### src/iem_pkg.sv
// Constants and types for the interrupt enable and masking stage
package iem_pkg;

   localparam int IEM_NUM_SRC = 18;

   // Register addresses on the special function register port
   localparam logic [7:0] IEM_EXT_MASK_ADDR = 8'h9b;
   localparam logic [7:0] IEM_EXT_MASK_2_ADDR = 8'h9c;
   localparam logic [7:0] IEM_PRI_MASK_ADDR = 8'ha8;

   // Reset values
   localparam logic [7:0] IEM_EXT_MASK_RST = 8'h00;
   localparam logic [7:0] IEM_EXT_MASK_2_RST = 8'h00;
   localparam logic [7:0] IEM_PRI_MASK_RST = 8'h00;

   // Implemented bits of the third register; upper bits read zero
   localparam logic [7:0] IEM_EXT_MASK_2_USED = 8'h07;

   // Bit positions, primary_source_mask
   localparam int IEM_GLOBAL_GATE_BIT = 7;
   localparam int IEM_ADC_BIT = 6;
   localparam int IEM_BROWNOUT_BIT = 5;
   localparam int IEM_UART0_BIT = 4;
   localparam int IEM_TMR1_BIT = 3;
   localparam int IEM_XINT1_BIT = 2;
   localparam int IEM_TMR0_BIT = 1;
   localparam int IEM_XINT0_BIT = 0;

   // Bit positions, extended_source_mask
   localparam int IEM_TMR2_BIT = 7;
   localparam int IEM_SPI_BIT = 6;
   localparam int IEM_BRAKE_BIT = 5;
   localparam int IEM_WDOG_BIT = 4;
   localparam int IEM_PWM_BIT = 3;
   localparam int IEM_CAPTURE_BIT = 2;
   localparam int IEM_PINCHG_BIT = 1;
   localparam int IEM_TWOWIRE_BIT = 0;

   // Bit positions, extended_source_mask_2
   localparam int IEM_WAKEUP_TMR_BIT = 2;
   localparam int IEM_TMR3_BIT = 1;
   localparam int IEM_UART1_BIT = 0;

   // Request line index of each source, equal to its vector number
   localparam int IEM_SRC_XINT0 = 0;
   localparam int IEM_SRC_TMR0 = 1;
   localparam int IEM_SRC_XINT1 = 2;
   localparam int IEM_SRC_TMR1 = 3;
   localparam int IEM_SRC_UART0 = 4;
   localparam int IEM_SRC_TMR2 = 5;
   localparam int IEM_SRC_TWOWIRE = 6;
   localparam int IEM_SRC_PINCHG = 7;
   localparam int IEM_SRC_BROWNOUT = 8;
   localparam int IEM_SRC_SPI = 9;
   localparam int IEM_SRC_WDOG = 10;
   localparam int IEM_SRC_ADC = 11;
   localparam int IEM_SRC_CAPTURE = 12;
   localparam int IEM_SRC_PWM = 13;
   localparam int IEM_SRC_BRAKE = 14;
   localparam int IEM_SRC_UART1 = 15;
   localparam int IEM_SRC_TMR3 = 16;
   localparam int IEM_SRC_WAKEUP_TMR = 17;

   // Peripheral flag levels, as held in the peripherals' own registers
   typedef struct packed {
      logic xint0;
      logic tmr0;
      logic xint1;
      logic tmr1;
      logic uart0_tx_done;
      logic uart0_rx_done;
      logic tmr2;
      logic twowire_state;
      logic twowire_timeout_flag;
      logic [7:0] pinchg_flags;
      logic brownout;
      logic spi_xfer_done;
      logic spi_overrun;
      logic spi_mode_fault;
      logic wdog;
      logic adc;
      logic [2:0] capture_flags;
      logic pwm;
      logic brake;
      logic uart1_tx_done;
      logic uart1_rx_done;
      logic tmr3;
      logic wakeup_tmr;
   } iem_flags_type;

   // Special function register access from the core
   typedef struct packed {
      logic [7:0] addr;
      logic wr;
      logic [7:0] wdata;
   } iem_sfr_req_type;

endpackage

### src/iem_enable_mask.sv
// Interrupt enable registers and per-source request gating
`timescale 1ns/1ps
`default_nettype none

module iem_enable_mask
   import iem_pkg::*;
(
   input wire logic ref_clk_in,
   input wire logic reset_n_in,
   input wire iem_sfr_req_type sfr_req_in,
   input wire iem_flags_type flags_in,
   output logic [7:0] sfr_rdata_out,
   output logic [IEM_NUM_SRC-1:0] irq_req_out,
   output logic [IEM_NUM_SRC-1:0] irq_pending_out
);

   logic [7:0] primary_source_mask;
   logic [7:0] extended_source_mask;
   logic [7:0] extended_source_mask_2;

   wire logic hit_pri;
   wire logic hit_ext;
   wire logic hit_ext_2;
   wire logic [7:0] next_rdata;
   wire logic global_gate;
   wire logic [IEM_NUM_SRC-1:0] src_flag;
   wire logic [IEM_NUM_SRC-1:0] src_on;
   wire logic [IEM_NUM_SRC-1:0] next_req;
   wire logic [IEM_NUM_SRC-1:0] next_pending;

   assign hit_pri = (sfr_req_in.addr == IEM_PRI_MASK_ADDR);
   assign hit_ext = (sfr_req_in.addr == IEM_EXT_MASK_ADDR);
   assign hit_ext_2 = (sfr_req_in.addr == IEM_EXT_MASK_2_ADDR);

   // Unmapped addresses read zero so the core's read mux can simply OR slaves
   assign next_rdata = hit_pri ? primary_source_mask :
                       hit_ext ? extended_source_mask :
                       hit_ext_2 ? (extended_source_mask_2 & IEM_EXT_MASK_2_USED) :
                       8'h00;

   // Enable registers; bit-addressable writes arrive as whole-byte read-modify-write
   always_ff @(posedge ref_clk_in or negedge reset_n_in)
   begin
      if (!reset_n_in)
      begin
         primary_source_mask <= IEM_PRI_MASK_RST;
         extended_source_mask <= IEM_EXT_MASK_RST;
         extended_source_mask_2 <= IEM_EXT_MASK_2_RST;
      end
      else if (sfr_req_in.wr)
      begin
         if (hit_pri)
         begin
            primary_source_mask <= sfr_req_in.wdata;
         end
         else if (hit_ext)
         begin
            extended_source_mask <= sfr_req_in.wdata;
         end
         else if (hit_ext_2)
         begin
            extended_source_mask_2 <= sfr_req_in.wdata & IEM_EXT_MASK_2_USED;
         end
      end
   end

   assign global_gate = primary_source_mask[IEM_GLOBAL_GATE_BIT];

   // Flags are plain levels; a software write of 1 in the peripheral looks the same here
   assign src_flag[IEM_SRC_XINT0] = flags_in.xint0;
   assign src_flag[IEM_SRC_TMR0] = flags_in.tmr0;
   assign src_flag[IEM_SRC_XINT1] = flags_in.xint1;
   assign src_flag[IEM_SRC_TMR1] = flags_in.tmr1;
   assign src_flag[IEM_SRC_UART0] = flags_in.uart0_tx_done | flags_in.uart0_rx_done;
   assign src_flag[IEM_SRC_TMR2] = flags_in.tmr2;
   assign src_flag[IEM_SRC_TWOWIRE] = flags_in.twowire_state | flags_in.twowire_timeout_flag;
   assign src_flag[IEM_SRC_PINCHG] = |flags_in.pinchg_flags;
   assign src_flag[IEM_SRC_BROWNOUT] = flags_in.brownout;
   assign src_flag[IEM_SRC_SPI] = flags_in.spi_xfer_done | flags_in.spi_overrun | flags_in.spi_mode_fault;
   assign src_flag[IEM_SRC_WDOG] = flags_in.wdog;
   assign src_flag[IEM_SRC_ADC] = flags_in.adc;
   assign src_flag[IEM_SRC_CAPTURE] = |flags_in.capture_flags;
   assign src_flag[IEM_SRC_PWM] = flags_in.pwm;
   assign src_flag[IEM_SRC_BRAKE] = flags_in.brake;
   assign src_flag[IEM_SRC_UART1] = flags_in.uart1_tx_done | flags_in.uart1_rx_done;
   assign src_flag[IEM_SRC_TMR3] = flags_in.tmr3;
   assign src_flag[IEM_SRC_WAKEUP_TMR] = flags_in.wakeup_tmr;

   // Per-source enable bits mapped onto request line order
   assign src_on[IEM_SRC_XINT0] = primary_source_mask[IEM_XINT0_BIT];
   assign src_on[IEM_SRC_TMR0] = primary_source_mask[IEM_TMR0_BIT];
   assign src_on[IEM_SRC_XINT1] = primary_source_mask[IEM_XINT1_BIT];
   assign src_on[IEM_SRC_TMR1] = primary_source_mask[IEM_TMR1_BIT];
   assign src_on[IEM_SRC_UART0] = primary_source_mask[IEM_UART0_BIT];
   assign src_on[IEM_SRC_TMR2] = extended_source_mask[IEM_TMR2_BIT];
   assign src_on[IEM_SRC_TWOWIRE] = extended_source_mask[IEM_TWOWIRE_BIT];
   assign src_on[IEM_SRC_PINCHG] = extended_source_mask[IEM_PINCHG_BIT];
   assign src_on[IEM_SRC_BROWNOUT] = primary_source_mask[IEM_BROWNOUT_BIT];
   assign src_on[IEM_SRC_SPI] = extended_source_mask[IEM_SPI_BIT];
   assign src_on[IEM_SRC_WDOG] = extended_source_mask[IEM_WDOG_BIT];
   assign src_on[IEM_SRC_ADC] = primary_source_mask[IEM_ADC_BIT];
   assign src_on[IEM_SRC_CAPTURE] = extended_source_mask[IEM_CAPTURE_BIT];
   assign src_on[IEM_SRC_PWM] = extended_source_mask[IEM_PWM_BIT];
   assign src_on[IEM_SRC_BRAKE] = extended_source_mask[IEM_BRAKE_BIT];
   assign src_on[IEM_SRC_UART1] = extended_source_mask_2[IEM_UART1_BIT];
   assign src_on[IEM_SRC_TMR3] = extended_source_mask_2[IEM_TMR3_BIT];
   assign src_on[IEM_SRC_WAKEUP_TMR] = extended_source_mask_2[IEM_WAKEUP_TMR_BIT];

   // Gating holds no state: a flag seen under a closed gate is still there when it
   // opens, so pending is kept by the peripheral flag until software clears it
   genvar gi;
   generate
      for (gi = 0; gi < IEM_NUM_SRC; gi++)
      begin : g_src
         assign next_pending[gi] = src_flag[gi] & src_on[gi];
         assign next_req[gi] = next_pending[gi] & global_gate;
      end
   endgenerate

   always_ff @(posedge ref_clk_in or negedge reset_n_in)
   begin
      if (!reset_n_in)
      begin
         irq_req_out <= '0;
         irq_pending_out <= '0;
         sfr_rdata_out <= 8'h00;
      end
      else
      begin
         irq_req_out <= next_req;
         irq_pending_out <= next_pending;
         sfr_rdata_out <= next_rdata;
      end
   end

endmodule

`default_nettype wire

### config.mk
export PLATFORM = sky130hd
export DESIGN_NAME = iem_enable_mask
export DESIGN_NICKNAME = d
export VERILOG_FILES = /design/src/iem_pkg.sv /design/src/iem_enable_mask.sv
export SDC_FILE = /design/constraint.sdc
export NUM_CORES = 1
export LEC_CHECK = 0
export ABC_AREA = 1
export BUFFER_PORTS_ARGS = -buffer_cell sky130_fd_sc_hd__buf_2
export CORE_MARGIN = 2
export CORE_UTILIZATION = 43
export DETAILED_ROUTE_END_ITERATION = 10
export GPL_TIMING_DRIVEN = 1
export HOLD_SLACK_MARGIN = 0.05
export PLACE_DENSITY = 0.72
export REMOVE_ABC_BUFFERS = 1
export SLEW_MARGIN = 20
export SYNTH_ARGS = -nofsm -noshare
export SYNTH_HDL_FRONTEND = slang
export SYNTH_SLANG_ARGS = --single-unit
### constraint.sdc
create_clock -name ref_clk_in -period 2.76 [get_ports ref_clk_in]
set_clock_uncertainty 0.2 [all_clocks]
set_input_delay 0.138 -clock ref_clk_in [delete_from_list [all_inputs] [get_ports ref_clk_in]]
set_output_delay 0.138 -clock ref_clk_in [all_outputs]
set_load 0.005 [all_outputs]
======== Word level (Yosys, flattened, before mapping) ========
Cells that the tools add are included.
storage, ports and cells
  register bits after elaboration ......... 63
  input port bits ......................... 51
  output and inout bits ................... 44
operators by class
  eq/ne operators ......................... 3
  mux-type cells .......................... 3
  bitwise logic cells ..................... 43
  reductions and logical operators ........ 5
operator list
  kind                  number
  $and A1 B1 Y1         36
  $eq A8 B8 Y1 const B  3
  $mux W8               2
  $reduce_or A8 Y1      1
  $or A1 B1 Y1          5
  $reduce_and A4 Y1     1
  $mux W3               1
  $reduce_and A3 Y1     1
  $reduce_or A3 Y1      1
  $not A1 Y1            2
  $reduce_and A2 Y1     1

======== Longest topological paths before layout ========
  depth after elaboration ................. 4
  depth in mapped cells ................... 8

======== Worst setup path before layout ========
No wires, ideal clock.
  kind .................................... register -> register
  from .................................... register primary_source_mask[7]
  to ...................................... register irq_req_out[0]
  library setup time ...................... 0.132 ns
  arrival time ............................ 0.814 ns
  path slack .............................. 1.614 ns
  cell stages (with the launch flop) ...... 4
  period minus slack after synthesis ...... 1.146 ns
  cells stage by stage .................... dfrtp_1 > inv_2 > clkbuf_1 > nor2_1
between the ends
  word-level cells in the longest chain between the ends .. 1
RTL lines
  what                    RTL line                source
  from (decl)             iem_enable_mask.sv:17   logic [7:0] primary_source_mask;
  from (signal assigned)  iem_enable_mask.sv:54   primary_source_mask <= sfr_req_in.wdata;
  $and A1 B1 Y1           iem_enable_mask.sv:116  assign next_req[gi] = next_pending[gi] & global_gate;
  net next_req[0]         iem_enable_mask.sv:28   wire logic [IEM_NUM_SRC-1:0] next_req;
  to (signal assigned)    iem_enable_mask.sv:130  irq_req_out <= next_req;
  to (decl)               iem_enable_mask.sv:13   output logic [IEM_NUM_SRC-1:0] irq_req_out,
The timed path passes the listed nets, and every way through them passes these cells.
A chain may end at the register's enable or synchronous reset.

======== Worst setup path in the final report ========
  from .................................... input port flags_in[19] in the netlist's numbering
  to ...................................... register irq_req_out[7]
between the ends
  word-level cells in the longest chain between the ends .. 3
RTL lines
  what              RTL line                source
  from (decl)       iem_enable_mask.sv:11   input wire iem_flags_type flags_in,
  $reduce_or A8 Y1  iem_enable_mask.sv:77   assign src_flag[IEM_SRC_PINCHG] = |flags_in.pinchg_flags;
  $and A1 B1 Y1     iem_enable_mask.sv:115  assign next_pending[gi] = src_flag[gi] & src_on[gi];
  $and A1 B1 Y1     iem_enable_mask.sv:116
  net next_req[7]   iem_enable_mask.sv:28
The timed path passes the listed nets, and every way through them passes these cells.

==> summary.txt <==
Flow run
  – Max cap viols: 0

Synthesis
  – Syn Std Cell Area: 2360 sq um
  – Yosys warns: 0
  – Syn avg cell area: 10.1 sq um
  – Unique masters post-synth: 21
  – Register area share after synthesis: 66.7%
  – Mapped Cells: 233
  – Yosys reg bits: 63

GRT
  – GRT overflow: 0
  – Largest net degree at the start of global routing: 30
  – Initial antenna violation count: 0
  – GR Util All Layers: 19.6%
  – First-pass GRT wire length: 9.09 mm
  – Number of global-route vias before repair: 2028

STA
  – Unrepaired setup endpoints after global routing: false
  – Final worst slack: 519 ps
  – Worst-Margin Slew: 407 ps
  – Max Slew Vio Count: 0
  – Relative slew slack: 72.7%
  – Setup TNS: 0 ps
  – Final period util: 81.2%
  – Fmax: 446 MHz
  – Final min period: 2240 ps
  – Hold Vio Cnt, Final: 0
  – Final setup fails: 0

Critical path
  – Worst Path Required: 2760 ps
  – Crit-path slowest cell: dlygate4sd3_1
  – Setup crit start kind: input pin
  – Most common cell on crit path: dlygate4sd3_1
  – Critical path cell sequence: dlygate4sd3_1, buf_2, nor2_1, dlygate4sd3_1, nand2_1, dlygate4sd3_1, nor2_1, nor3_1
  – Critical Path AT: 2240 ps
  – Slowest stage delay, CP: 570 ps
  – Crit. End Element: register
  – Crit path max fanout: 2
  – Crit path kind: input pin to register
  – Family with the most delay on the worst path: buffers and inverters
  – Crit path buf inv count: 4

Power
  – Max IR drop VDD: 0.000324 V
  – Static Leakage: 2.06 nW
  – PwrDens: 548 nW/um^2

Status
  – Status: complete, no violations

Cells and area
  – N_diodes: 0
  – Area grow syn2layout: 49.0%
  – Nets: 429
  – Layout cells sized above 1: 31.6%
  – Most common cell after layout, fill and taps aside: buf_2
  – Most frequent cells in the layout: 94 x buf_2, 63 x dfrtp_1, 61 x nand2_1, 43 x dlygate4sd3_1, 27 x inv_1
  – Final instance area: 3520 sq um
  – Fill cells: 429

Floorplan
  – Row count: 26
  – Die area: 6110 sq um
  – Die width: 78.1 microns
  – I/O Pins: 95
  – Initial core utilization: 45.4%
  – Die Ht: 78.1 microns
  – CORE AREA: 5200 sq um

Clock tree
  – Worst-Skew Late Latency: 330 ps
  – Max H-tree Level: 3
  – Clock root cell: clkbuf_8
  – Maximum clock insertion buffer count: 2
  – Num CTS Buffers: 9
  – Clock slew at reported path FFs: 60 ps
  – Clock sink count: 63
  – CTS tree: done
  – Postcts setup bufs: 0

Routing
  – Vias per inst: 4.55
  – Drt pass-1 iters: 4
  – Antenna-violating nets left: 0
  – DRT iter0 DRCs: 62
  – Routed wire length: 5.58 mm
  – Vias: 2060
  – Remaining DRCs: 0
  – Wire per inst: 12.3 microns

Place
  – DP Area: 2900 sq um
  – # port buffers: 94
  – Pre-CTS setup slack: 1150 ps
  – Dpl hpwl: 3.46 mm
  – RePlAce Congestion: 0.815

Worst hold path
  – Min-Delay Path Class: input pin to register
[routing by layer]
metal	wire, microns	up-vias	GRT usage [%]
li1	-	1016	-
met1	2390	949	23.9
met2	2780	85	33.1
met3	307	10	4.14
met4	105	0	9.30
met5	0	-	0
[power by group]
| group | switching (mW) | internal, mW |
|---|---|---|
| Clock | 0.345 | 0.414 |
| Sequential | 0.0178 | 0.962 |
| Combinational | 0.0930 | 0.0989 |
| Total | 0.456 | 1.47 |
[state kept, by name (all words and copies together) (netlist names)]
name                    flops
extended_source_mask_2      3
irq_req_out                18
sfr_rdata_out               8
extended_source_mask        8
primary_source_mask         8
irq_pending_out            18
[synth_stat cells]
cell / count / area share (%)
nor2_1: 23 / 3.7
o31a_1: 1 / 0.37
inv_1: 27 / 4.3
o21a_1: 2 / 0.64
o21ai_0: 10 / 2.1
nand2_1: 61 / 9.7
dfrtp_1: 63 / 67
inv_2: 3 / 0.48
buf_2: 1 / 0.21
nand4_1: 11 / 2.9
clkbuf_1: 2 / 0.32
nand3_2: 1 / 0.42
nor2_4: 4 / 1.9
buf_6: 2 / 0.95
nor3_2: 1 / 0.42
nor3_1: 4 / 0.85
o21ai_1: 2 / 0.42
and2_1: 3 / 0.79
o22ai_1: 1 / 0.26
nand2_4: 1 / 0.48
nand3_1: 10 / 2.1
[cell type report]
type	count	area (sq um)	share of cell area, %
Timing Repair Buffer	139	916	26.0
Inverter	30	113	3.20
Multi-Input combinational cell	135	639	18.2
Sequential cell	63	1580	44.8
Clock inverter	6	61.3	1.74
Tap cell	70	87.6	2.49
Clock buffer	10	128	3.62
[cell families (layout without fill, tap and decap cells)]
family,count (synthesis),after routing,synth area share (%)
flops,63,63,66.7
simple gates,119,119,23.2
buf+inv,35,185,6.25
compound gates,16,16,3.81
[stage by stage]
step                      hold slack [ps]  utilization [%]  cells  power, mW
after floorplan                      -358                -    228       1.04
after global placement               -205             55.7    394       1.14
after detailed placement             -197             55.7    394       1.14
after CTS                            77.6             67.3    451       1.94
after global routing                  146             67.6    453       2.02
final                                 101             67.6    453       1.93
[repair_timing]
action / 4_1_cts / 5_1_grt
endpoints found under the setup margin: 0 / 2
endpoints found under the hold margin: 121 / 2
hold buffers: 41 / 3
resized for setup: 0 / 0
[worst paths after layout]
path / depth (start not counted) / from / to / slack [ps]
worst max-delay path: 8 / flags_in[19] / irq_req_out[7] / 520
worst min-delay path: 6 / sfr_req_in[15] / sfr_rdata_out[1] / 100
worst max register to register: 3 / extended_source_mask[0] / irq_req_out[6] / 1200
worst min register to register: 2 / extended_source_mask[6] / extended_source_mask[6] / 280
max in group asynchronous: 3 / reset_n_in / irq_pending_out[7] / 1500
min in group asynchronous: 3 / reset_n_in / primary_source_mask[4] / 150
[tightest hold or removal path, delay by kind of cell]
family,cells,cell delay [ps]
buffers and inverters,2,100
and+or+nand+nor,4,340
Note: power is estimated with default switching activity, not from simulation.
